===== config.mk =====
export PLATFORM = sky130hd
export DESIGN_NAME = rx_pcomp_dev_flat
export DESIGN_NICKNAME = d
export VERILOG_FILES = /design/src/hw/rx_pcomp_pkg.sv /design/src/hw/rx_pcomp_if.sv /design/src/hw/rx_pcomp_dev.sv /design/src/flat_wrapper.sv
export SDC_FILE = /design/constraint.sdc
export NUM_CORES = 1
export LEC_CHECK = 0
export BUFFER_PORTS_ARGS = -buffer_cell sky130_fd_sc_hd__buf_2
export CAP_MARGIN = 20
export CORE_UTILIZATION = 58
export DETAILED_ROUTE_END_ITERATION = 10
export PLACE_DENSITY_LB_ADDON = 0.15
export SLEW_MARGIN = 20
export SYNTH_ARGS = -nofsm -noshare
export SYNTH_HDL_FRONTEND = slang
export SYNTH_SLANG_ARGS = --single-unit

===== constraint.sdc =====
create_clock -name clk -period 2.85 [get_ports clk]
set_input_delay 0.285 -clock clk [delete_from_list [all_inputs] [get_ports clk]]
set_output_delay 0.285 -clock clk [all_outputs]
set_load 0.01 [all_outputs]

===== src/hw/rx_pcomp_pkg.sv =====
// shared constants and types for the receive phase compensation fifo pair
// assumes one system clock; link clocks are modelled as one-cycle ticks
package rx_pcomp_pkg;

  localparam int NCH_DEF   = 4;
  localparam int DATA_W_DEF = 8;
  localparam int DEPTH_DEF = 4;
  localparam int SIG_W_DEF = 8;

  // channel operating configuration
  typedef enum logic [2:0] {
    MODE_NB_RM   = 3'h0,
    MODE_NB_NORM = 3'h1,
    MODE_X4      = 3'h2,
    MODE_X8      = 3'h3,
    MODE_DIRECT  = 3'h4
  } mode_t;

  // which clock reads a channel's fifo
  typedef enum logic [2:0] {
    SRC_TX_LEADER   = 3'h0,
    SRC_REC_OWN     = 3'h1,
    SRC_CORE        = 3'h2,
    SRC_MASTER_CORE = 3'h3,
    SRC_TX_OWN      = 3'h4,
    SRC_EXT         = 3'h5
  } src_t;

  // avalon word addresses of the fabric-side controller
  localparam logic [1:0] OFF_CTRL   = 2'h0;
  localparam logic [1:0] OFF_STATUS = 2'h1;
  localparam logic [1:0] OFF_MODE   = 2'h2;

  // field positions
  localparam int CTRL_EXT_LSB  = 0;
  localparam int CTRL_SRC_LSB  = 8;
  localparam int STAT_MISM_LSB = 0;
  localparam int STAT_OVF_LSB  = 8;
  localparam int STAT_UNF_LSB  = 16;
  localparam int MODE_RM_BIT   = 8;

endpackage


===== src/hw/rx_pcomp_if.sv =====
// link between the transceiver receive fifo end and the fabric end
// assumes both ends share clk; clocks of the link appear as tick levels
`timescale 1ns/1ps
interface rx_pcomp_if #(
  parameter int NCH = rx_pcomp_pkg::NCH_DEF,
  parameter int W   = rx_pcomp_pkg::DATA_W_DEF
);
  localparam int LW = (NCH > 1) ? $clog2(NCH) : 1;

  logic [NCH-1:0][W-1:0]     rx_data;
  logic [NCH-1:0]            rx_valid;
  logic [NCH-1:0]            rec_clk_out;
  logic [NCH-1:0]            tx_clk_out;
  logic                      core_clk_out;
  rx_pcomp_pkg::src_t [NCH-1:0] rd_src;
  logic [NCH-1:0][LW-1:0]    leader;
  rx_pcomp_pkg::mode_t       mode;
  logic                      rate_match_on;
  logic [NCH-1:0]            ovf;
  logic [NCH-1:0]            unf;
  logic [NCH-1:0]            ext_en;
  logic [NCH-1:0]            ext_tick;

  modport dev (
    output rx_data, rx_valid, rec_clk_out, tx_clk_out, core_clk_out,
    output rd_src, leader, mode, rate_match_on, ovf, unf,
    input  ext_en, ext_tick
  );

  modport fab (
    input  rx_data, rx_valid, rec_clk_out, tx_clk_out, core_clk_out,
    input  rd_src, leader, mode, rate_match_on, ovf, unf,
    output ext_en, ext_tick
  );
endinterface


===== src/hw/rx_pcomp_dev.sv =====
// transceiver end: per channel phase compensation fifo and read clock pick
// assumes ticks on the user side mark edges of the pcs and core clocks
//
// Behaviour
// - fifo written by pcs clock, read by fabric clock
// - fabric read clock has zero frequency offset
// - identical channels share clock sources and configuration
// - rate matcher: group reads lowest channel tx clock
// - fabric captures group data with leader tx clock
// - no rate matcher: own recovered clock, driven out
// - fabric captures with channel's own recovered clock
// - bonded configurations always include rate matcher
// - bonded reads core clock, x8 from master
// - fabric captures bonded data with core clock
// - external read clock input overrides automatic pick
// - shared external driver matches all write clocks
// - fabric captures with the shared external driver
// - direct pma: own transmit parallel clock
// - direct pma may share central channel clock
// - no core clock out in direct pma
// - read clock never differs in frequency
//
// Decided for this implementation: the register addresses and the Avalon-MM interface to the registers.
`timescale 1ns/1ps
module rx_pcomp_dev
  import rx_pcomp_pkg::*;
#(
  parameter int NCH   = rx_pcomp_pkg::NCH_DEF,
  parameter int W     = rx_pcomp_pkg::DATA_W_DEF,
  parameter int DEPTH = rx_pcomp_pkg::DEPTH_DEF,
  parameter int SIG_W = rx_pcomp_pkg::SIG_W_DEF
) (
  input  wire logic                         clk,
  input  wire logic                         reset_n,
  rx_pcomp_if.dev                           link,
  input  wire logic [NCH-1:0]               wr_tick,
  input  wire logic [NCH-1:0][W-1:0]        wr_data,
  input  wire logic [NCH-1:0]               tx_par_tick,
  input  wire logic [NCH-1:0]               rec_par_tick,
  input  wire logic                         core_tick,
  input  wire logic                         master_core_tick,
  input  wire rx_pcomp_pkg::mode_t          mode_cfg,
  input  wire logic [NCH-1:0][SIG_W-1:0]    chan_sig
);
  import rx_pcomp_pkg::*;

  localparam int AW = (DEPTH > 1) ? $clog2(DEPTH) : 1;
  localparam int PW = AW + 1;
  localparam int LW = (NCH > 1) ? $clog2(NCH) : 1;
  localparam logic [PW-1:0] DEPTH_P = PW'(DEPTH);
  localparam logic [PW-1:0] ONE_P   = PW'(1);

  typedef struct packed {
    logic [NCH-1:0][DEPTH-1:0][W-1:0] mem;
    logic [NCH-1:0][PW-1:0]           wbin;
    logic [NCH-1:0][PW-1:0]           rbin;
    logic [NCH-1:0][PW-1:0]           wgray;
    logic [NCH-1:0][PW-1:0]           rgray;
    logic [NCH-1:0][PW-1:0]           wg_s1;
    logic [NCH-1:0][PW-1:0]           wg_s2;
    logic [NCH-1:0][PW-1:0]           rg_s1;
    logic [NCH-1:0][PW-1:0]           rg_s2;
    logic [NCH-1:0][W-1:0]            data;
    logic [NCH-1:0]                   valid;
    logic [NCH-1:0]                   ovf;
    logic [NCH-1:0]                   unf;
    src_t [NCH-1:0]                   src;
    logic [NCH-1:0][LW-1:0]           leader;
    mode_t                            mode;
  } state_t;

  state_t s_r;
  state_t s_nxt;

  function automatic logic [PW-1:0] g2b(input logic [PW-1:0] g);
    logic [PW-1:0] b;
    b[PW-1] = g[PW-1];
    for (int i = PW - 2; i >= 0; i--) begin
      b[i] = b[i+1] ^ g[i];
    end
    return b;
  endfunction

  function automatic logic [PW-1:0] b2g(input logic [PW-1:0] b);
    return b ^ (b >> 1);
  endfunction

  logic [NCH-1:0] rd_tick;
  logic           bonded;

  assign bonded = (s_r.mode == MODE_X4) || (s_r.mode == MODE_X8);

  always_comb begin
    logic [LW-1:0] ld;
    logic [PW-1:0] wsync;
    logic [PW-1:0] rsync;
    logic [PW-1:0] wb;
    logic [PW-1:0] rb;
    ld    = '0;
    wsync = '0;
    rsync = '0;
    wb    = '0;
    rb    = '0;
    s_nxt = s_r;
    s_nxt.mode  = mode_cfg;
    s_nxt.valid = '0;
    s_nxt.ovf   = '0;
    s_nxt.unf   = '0;
    rd_tick     = '0;
    for (int ch = 0; ch < NCH; ch++) begin
      // lowest channel with an identical signature leads the group
      ld = LW'(ch);
      for (int j = NCH - 1; j >= 0; j--) begin
        if (j <= ch && chan_sig[j] == chan_sig[ch]) begin
          ld = LW'(j);
        end
      end
      s_nxt.leader[ch] = ld;

      if (link.ext_en[ch]) begin
        s_nxt.src[ch] = SRC_EXT;
        rd_tick[ch]   = link.ext_tick[ch];
      end else begin
        case (s_r.mode)
          MODE_NB_RM: begin
            s_nxt.src[ch] = SRC_TX_LEADER;
            rd_tick[ch]   = tx_par_tick[s_r.leader[ch]];
          end
          MODE_NB_NORM: begin
            s_nxt.src[ch] = SRC_REC_OWN;
            rd_tick[ch]   = rec_par_tick[ch];
          end
          MODE_X4: begin
            s_nxt.src[ch] = SRC_CORE;
            rd_tick[ch]   = core_tick;
          end
          MODE_X8: begin
            s_nxt.src[ch] = SRC_MASTER_CORE;
            rd_tick[ch]   = master_core_tick;
          end
          default: begin
            s_nxt.src[ch] = SRC_TX_OWN;
            rd_tick[ch]   = tx_par_tick[ch];
          end
        endcase
      end

      // pointers cross through two stages; the second alone is looked at
      s_nxt.wg_s1[ch] = s_r.wgray[ch];
      s_nxt.wg_s2[ch] = s_r.wg_s1[ch];
      s_nxt.rg_s1[ch] = s_r.rgray[ch];
      s_nxt.rg_s2[ch] = s_r.rg_s1[ch];
      rsync = g2b(s_r.rg_s2[ch]);
      wsync = g2b(s_r.wg_s2[ch]);

      // write side, paced by the pcs parallel clock
      if (wr_tick[ch]) begin
        if ((s_r.wbin[ch] - rsync) == DEPTH_P) begin
          s_nxt.ovf[ch] = 1'b1;
        end else begin
          s_nxt.mem[ch][s_r.wbin[ch][AW-1:0]] = wr_data[ch];
          wb = s_r.wbin[ch] + ONE_P;
          s_nxt.wbin[ch]  = wb;
          s_nxt.wgray[ch] = b2g(wb);
        end
      end

      // read side, paced by the selected fabric clock
      if (rd_tick[ch]) begin
        if (s_r.rbin[ch] == wsync) begin
          s_nxt.unf[ch] = 1'b1;
        end else begin
          s_nxt.data[ch]  = s_r.mem[ch][s_r.rbin[ch][AW-1:0]];
          s_nxt.valid[ch] = 1'b1;
          rb = s_r.rbin[ch] + ONE_P;
          s_nxt.rbin[ch]  = rb;
          s_nxt.rgray[ch] = b2g(rb);
        end
      end
    end
  end

  always_ff @(posedge clk or negedge reset_n) begin
    if (!reset_n) begin
      s_r <= '0;
    end else begin
      s_r <= s_nxt;
    end
  end

  assign link.rx_data       = s_r.data;
  assign link.rx_valid      = s_r.valid;
  assign link.ovf           = s_r.ovf;
  assign link.unf           = s_r.unf;
  assign link.rd_src        = s_r.src;
  assign link.leader        = s_r.leader;
  assign link.mode          = s_r.mode;
  // bonded links always carry the rate matcher
  assign link.rate_match_on = bonded || (s_r.mode == MODE_NB_RM);
  assign link.rec_clk_out   = rec_par_tick;
  assign link.tx_clk_out    = tx_par_tick;
  // core clock only leaves in bonded modes, never in direct pma
  assign link.core_clk_out  = (s_r.mode == MODE_X4) ? core_tick :
                              (s_r.mode == MODE_X8) ? master_core_tick :
                              1'b0;

endmodule


===== src/flat_wrapper.sv =====
// flat-port wrapper written by rule: the top's interface ports become plain ports
module rx_pcomp_dev_flat import rx_pcomp_pkg::*;
#(
  parameter int NCH   = rx_pcomp_pkg::NCH_DEF,
  parameter int W     = rx_pcomp_pkg::DATA_W_DEF,
  parameter int DEPTH = rx_pcomp_pkg::DEPTH_DEF,
  parameter int SIG_W = rx_pcomp_pkg::SIG_W_DEF
)
  (clk, reset_n, wr_tick, wr_data, tx_par_tick, rec_par_tick, core_tick, master_core_tick, mode_cfg, chan_sig, link_rx_data, link_rx_valid, link_rec_clk_out, link_tx_clk_out, link_core_clk_out, link_rd_src, link_leader, link_mode, link_rate_match_on, link_ovf, link_unf, link_ext_en, link_ext_tick);
  rx_pcomp_if #(.NCH(NCH), .W(W)) link_i ();
  input  wire logic clk;
  input  wire logic reset_n;
  input  wire logic [NCH-1:0] wr_tick;
  input  wire logic [NCH-1:0][W-1:0] wr_data;
  input  wire logic [NCH-1:0] tx_par_tick;
  input  wire logic [NCH-1:0] rec_par_tick;
  input  wire logic core_tick;
  input  wire logic master_core_tick;
  input  wire rx_pcomp_pkg::mode_t mode_cfg;
  input  wire logic [NCH-1:0][SIG_W-1:0] chan_sig;
  output wire logic [$bits(link_i.rx_data)-1:0] link_rx_data;
  output wire logic [$bits(link_i.rx_valid)-1:0] link_rx_valid;
  output wire logic [$bits(link_i.rec_clk_out)-1:0] link_rec_clk_out;
  output wire logic [$bits(link_i.tx_clk_out)-1:0] link_tx_clk_out;
  output wire logic [$bits(link_i.core_clk_out)-1:0] link_core_clk_out;
  output wire logic [$bits(link_i.rd_src)-1:0] link_rd_src;
  output wire logic [$bits(link_i.leader)-1:0] link_leader;
  output wire logic [$bits(link_i.mode)-1:0] link_mode;
  output wire logic [$bits(link_i.rate_match_on)-1:0] link_rate_match_on;
  output wire logic [$bits(link_i.ovf)-1:0] link_ovf;
  output wire logic [$bits(link_i.unf)-1:0] link_unf;
  input wire logic [$bits(link_i.ext_en)-1:0] link_ext_en;
  input wire logic [$bits(link_i.ext_tick)-1:0] link_ext_tick;
  assign link_rx_data = link_i.rx_data;
  assign link_rx_valid = link_i.rx_valid;
  assign link_rec_clk_out = link_i.rec_clk_out;
  assign link_tx_clk_out = link_i.tx_clk_out;
  assign link_core_clk_out = link_i.core_clk_out;
  assign link_rd_src = link_i.rd_src;
  assign link_leader = link_i.leader;
  assign link_mode = link_i.mode;
  assign link_rate_match_on = link_i.rate_match_on;
  assign link_ovf = link_i.ovf;
  assign link_unf = link_i.unf;
  assign link_i.ext_en = link_ext_en;
  assign link_i.ext_tick = link_ext_tick;
  rx_pcomp_dev #(.NCH(NCH), .W(W), .DEPTH(DEPTH), .SIG_W(SIG_W)) u_core (.clk(clk), .reset_n(reset_n), .link(link_i), .wr_tick(wr_tick), .wr_data(wr_data), .tx_par_tick(tx_par_tick), .rec_par_tick(rec_par_tick), .core_tick(core_tick), .master_core_tick(master_core_tick), .mode_cfg(mode_cfg), .chan_sig(chan_sig));
endmodule

==> results.cfg <==
[worst_hold_path]
worstHoldStart = wr_data[18]
hold_end = u_core.s_r[229]
holdPathStages = 2
hp-class = in -> reg

[critical_path]
critPathKind = reg -> reg
crit_top_cell = xnor2_1
critPathTopFamily = XOR/XNOR gates
reg2reg_to = u_core.s_r[221]
crit_path_max_incr_delay_ns = 0.40
arrival_ns = 2.78
cp-end-kind = flop
cpMaxStageDelayCell = dfrtp_1
cp_max_fo = 9
critPathBufInv = 0
worstPathCellList = xnor2_1 -> xnor2_1 -> ha_1 -> nor2b_1 -> xnor2_1 -> a31oi_4 -> nand2_2 -> mux2_2
r2r_start = u_core.s_r[72]
r2r_slack_ns = 0.50
cp.required_ns = 3.27
worst-r2r-cell-count = 8
start_kind = flop
cp_num_cells = 8

[place]
place_congestion = 0.7981
place_area_mm2 = 0.01345
port_buffers = 164
dp_hpwl_mm = 16.59

[floorplanning]
fp.dieW_um = 150.5
rows = 53
io_pins = 168
dieArea_mm2 = 0.02264
fp.dieH_um = 150.5
core_area_mm2 = 0.02129
start_util_pct = 60.07

[cts]
cts.clk_slew.worst_paths_ns = 0.06
cts_made_buffers = 30
post-cts-setup-buffers = 0
clockBufferDepth = 3
cts_tree = built
htreeDepth = 1
cts-resized-gates = 0
cts.sinks = 280
ctsHoldBuffers = 10
clock_latency_ns = 0.54
cts_root_buffer = clkbuf_16

[synthesis]
synth_edf_count = 0
synthArstFlopShare_pct = 100.0
synth_top_area_cell = dfrtp_1
synth_warnings = 0
ys_seq_area_share_pct = 54.79
syn_inst = 886
synth.avg_cell_area_um2 = 14.43
synthDominantCellAreaShare_pct = 54.79
synth.distinct_cells = 54
synthTopCellsByArea = dfrtp_1 55%, mux2_2 15%, mux4_2 6.0%
synth_seq_cells = 280
syn-cell-area_mm2 = 0.01279
ys.flop_type = dfrtp_1

[routing]
ant_nets = 0
drt-initial-drc-count = 299
drt_pass1_iterations = 4
post_drt_wl_per_cell_um = 18.13
via_per_inst = 5.366
wirelength_mm = 23.89
drc = 0
via_count = 7073

[layout]
syn_to_final_growth_pct = 14.44
n_fill_cell = 1517
final_layout_size_suffix_gt1_share_pct = 45.24
fin_nets = 1137
final_cell_area_mm2 = 0.01463

[timing]
slew_headroom_pct = 59.68
fin_tns_setup_ns = 0
rsz0062_at_grt = no
hold_violations = 0
skew_ns = 0.01059
worst_pin_slew_ns = 0.6049
period_share_pct = 82.60
clock.fmax_mhz = 424.8
setup_violations = 0
fin_crit_ns = 2.354
slew_violations = 0

[grt]
grt_pass1_wl_mm = 38.82
first_global_vias = 7353
grt.total_usage_pct = 22.47
grt_overflow = 0
grt_max_degree = 79
antenna_found_initial = 3

[power]
power.density_mw_per_mm2 = 1246
leakage_nw = 6.536
vdd.ir_drop.worst_mv = 0.7111

[run_status]
status = complete, no violations

[run]
maxCapViolCount = 0
per-stage QoR:
step | util [%] | hold WS, ns | power (mW) | std cells | setup slack (ns)
floorplan | - | -0.01059 | 12.90 | 888 | 0.7504
global placement | 63.20 | 0.3169 | 13.94 | 1251 | 0.5434
detailed placement | 63.20 | 0.3159 | 14.21 | 1251 | 0.4527
CTS | 68.72 | 0.0003934 | 18.46 | 1316 | 0.4567
global route | 68.75 | 0.006366 | 19.40 | 1318 | 0.2878
finish | 68.75 | 0.01471 | 18.23 | 1318 | 0.4958
worst max-delay path by stage:
stage	startpoint	slack (ns)	end
3_3_place_gp	u_core.s_r[68]	0.54	u_core.s_r[185]
4_1_cts	u_core.s_r[72]	0.46	u_core.s_r[226]
2_1_floorplan	u_core.s_r[72]	0.75	u_core.s_r[219]
6_report	u_core.s_r[72]	0.50	u_core.s_r[221]
5_1_grt	u_core.s_r[68]	0.29	u_core.s_r[172]
3_5_place_dp	u_core.s_r[72]	0.45	u_core.s_r[223]
registers in the layout, summed over array words and instances (netlist names):
| name | flops |
|---|---|
| u_core.link.rd_src | 12 |
| u_core.link.ovf | 4 |
| u_core.s_r | 172 |
| u_core.link.mode | 3 |
| u_core.s_nxt | 44 |
| u_core.link.rx_data | 32 |
| u_core.link.unf | 4 |
| u_core.link.rx_valid | 4 |
| u_core.link.leader | 5 |
final cells by class:
class / count / area (µm²) / area share [%]
diodes: 2 / 5.005 / 0.03420
clock buffers: 44 / 894.6 / 6.113
clock inverters: 11 / 180.2 / 1.231
inverters: 17 / 63.81 / 0.4360
multi-input cells: 503 / 5081 / 34.72
flip-flops and latches: 280 / 7007 / 47.88
well taps: 275 / 344.1 / 2.351
repair buffers: 186 / 1059 / 7.233
synthesized netlist by cell type (7+ instances only):
library cell	n
buf_4	77
nand4_1	8
mux4_2	34
nor2b_1	9
mux2_4	8
xnor2_1	78
inv_1	17
nor2_1	20
nand2b_1	7
nand2_2	17
nand2_1	17
nand3_1	8
xor2_1	30
dfrtp_1	280
ha_1	28
mux2_2	172
placed cells by master (no fill, tap or decap), drive strengths merged, types with 17 or more instances in the layout:
cell / n
ha: 28
nor2: 21
inv: 17
dfrtp: 280
buf: 176
clkbuf: 44
nand2: 34
mux4: 34
xnor2: 78
mux2: 182
xor2: 30
cell families (layout without fill, tap and decap cells):
| family | after synthesis | count (layout) | synth area share, % |
|---|---|---|---|
| compound gates | 30 | 30 | 1.996 |
| xor+xnor | 108 | 108 | 7.397 |
| fa+ha+maj | 28 | 28 | 2.740 |
| buf+inv | 105 | 258 | 5.528 |
| flops | 280 | 280 | 54.79 |
| mux | 217 | 217 | 22.33 |
| other cells | 1 | 5 | 0.02933 |
| simple gates | 117 | 117 | 5.186 |
routing by layer:
layer  global-route usage [%]  wire (µm)
met2                    36.22      11510
met1                    31.56      10800
met5                        0         12
met3                    4.333       1121
met4                    5.455        450
worst reg2reg max path, cell delays in order, from the launching register on:
cell     delay (ns)
dfrtp_1        0.40
xnor2_1        0.26
xnor2_1        0.15
ha_1           0.15
nor2b_1        0.15
xnor2_1        0.13
a31oi_4        0.40
nand2_2        0.27
mux2_2         0.34
report_power, final:
group	switching, mW	internal, mW
Clock	1.54	2.61
Sequential	1.14	5.91
Combinational	2.98	4.04
Total	5.67	12.6
Power figures use the tool's default switching activity.
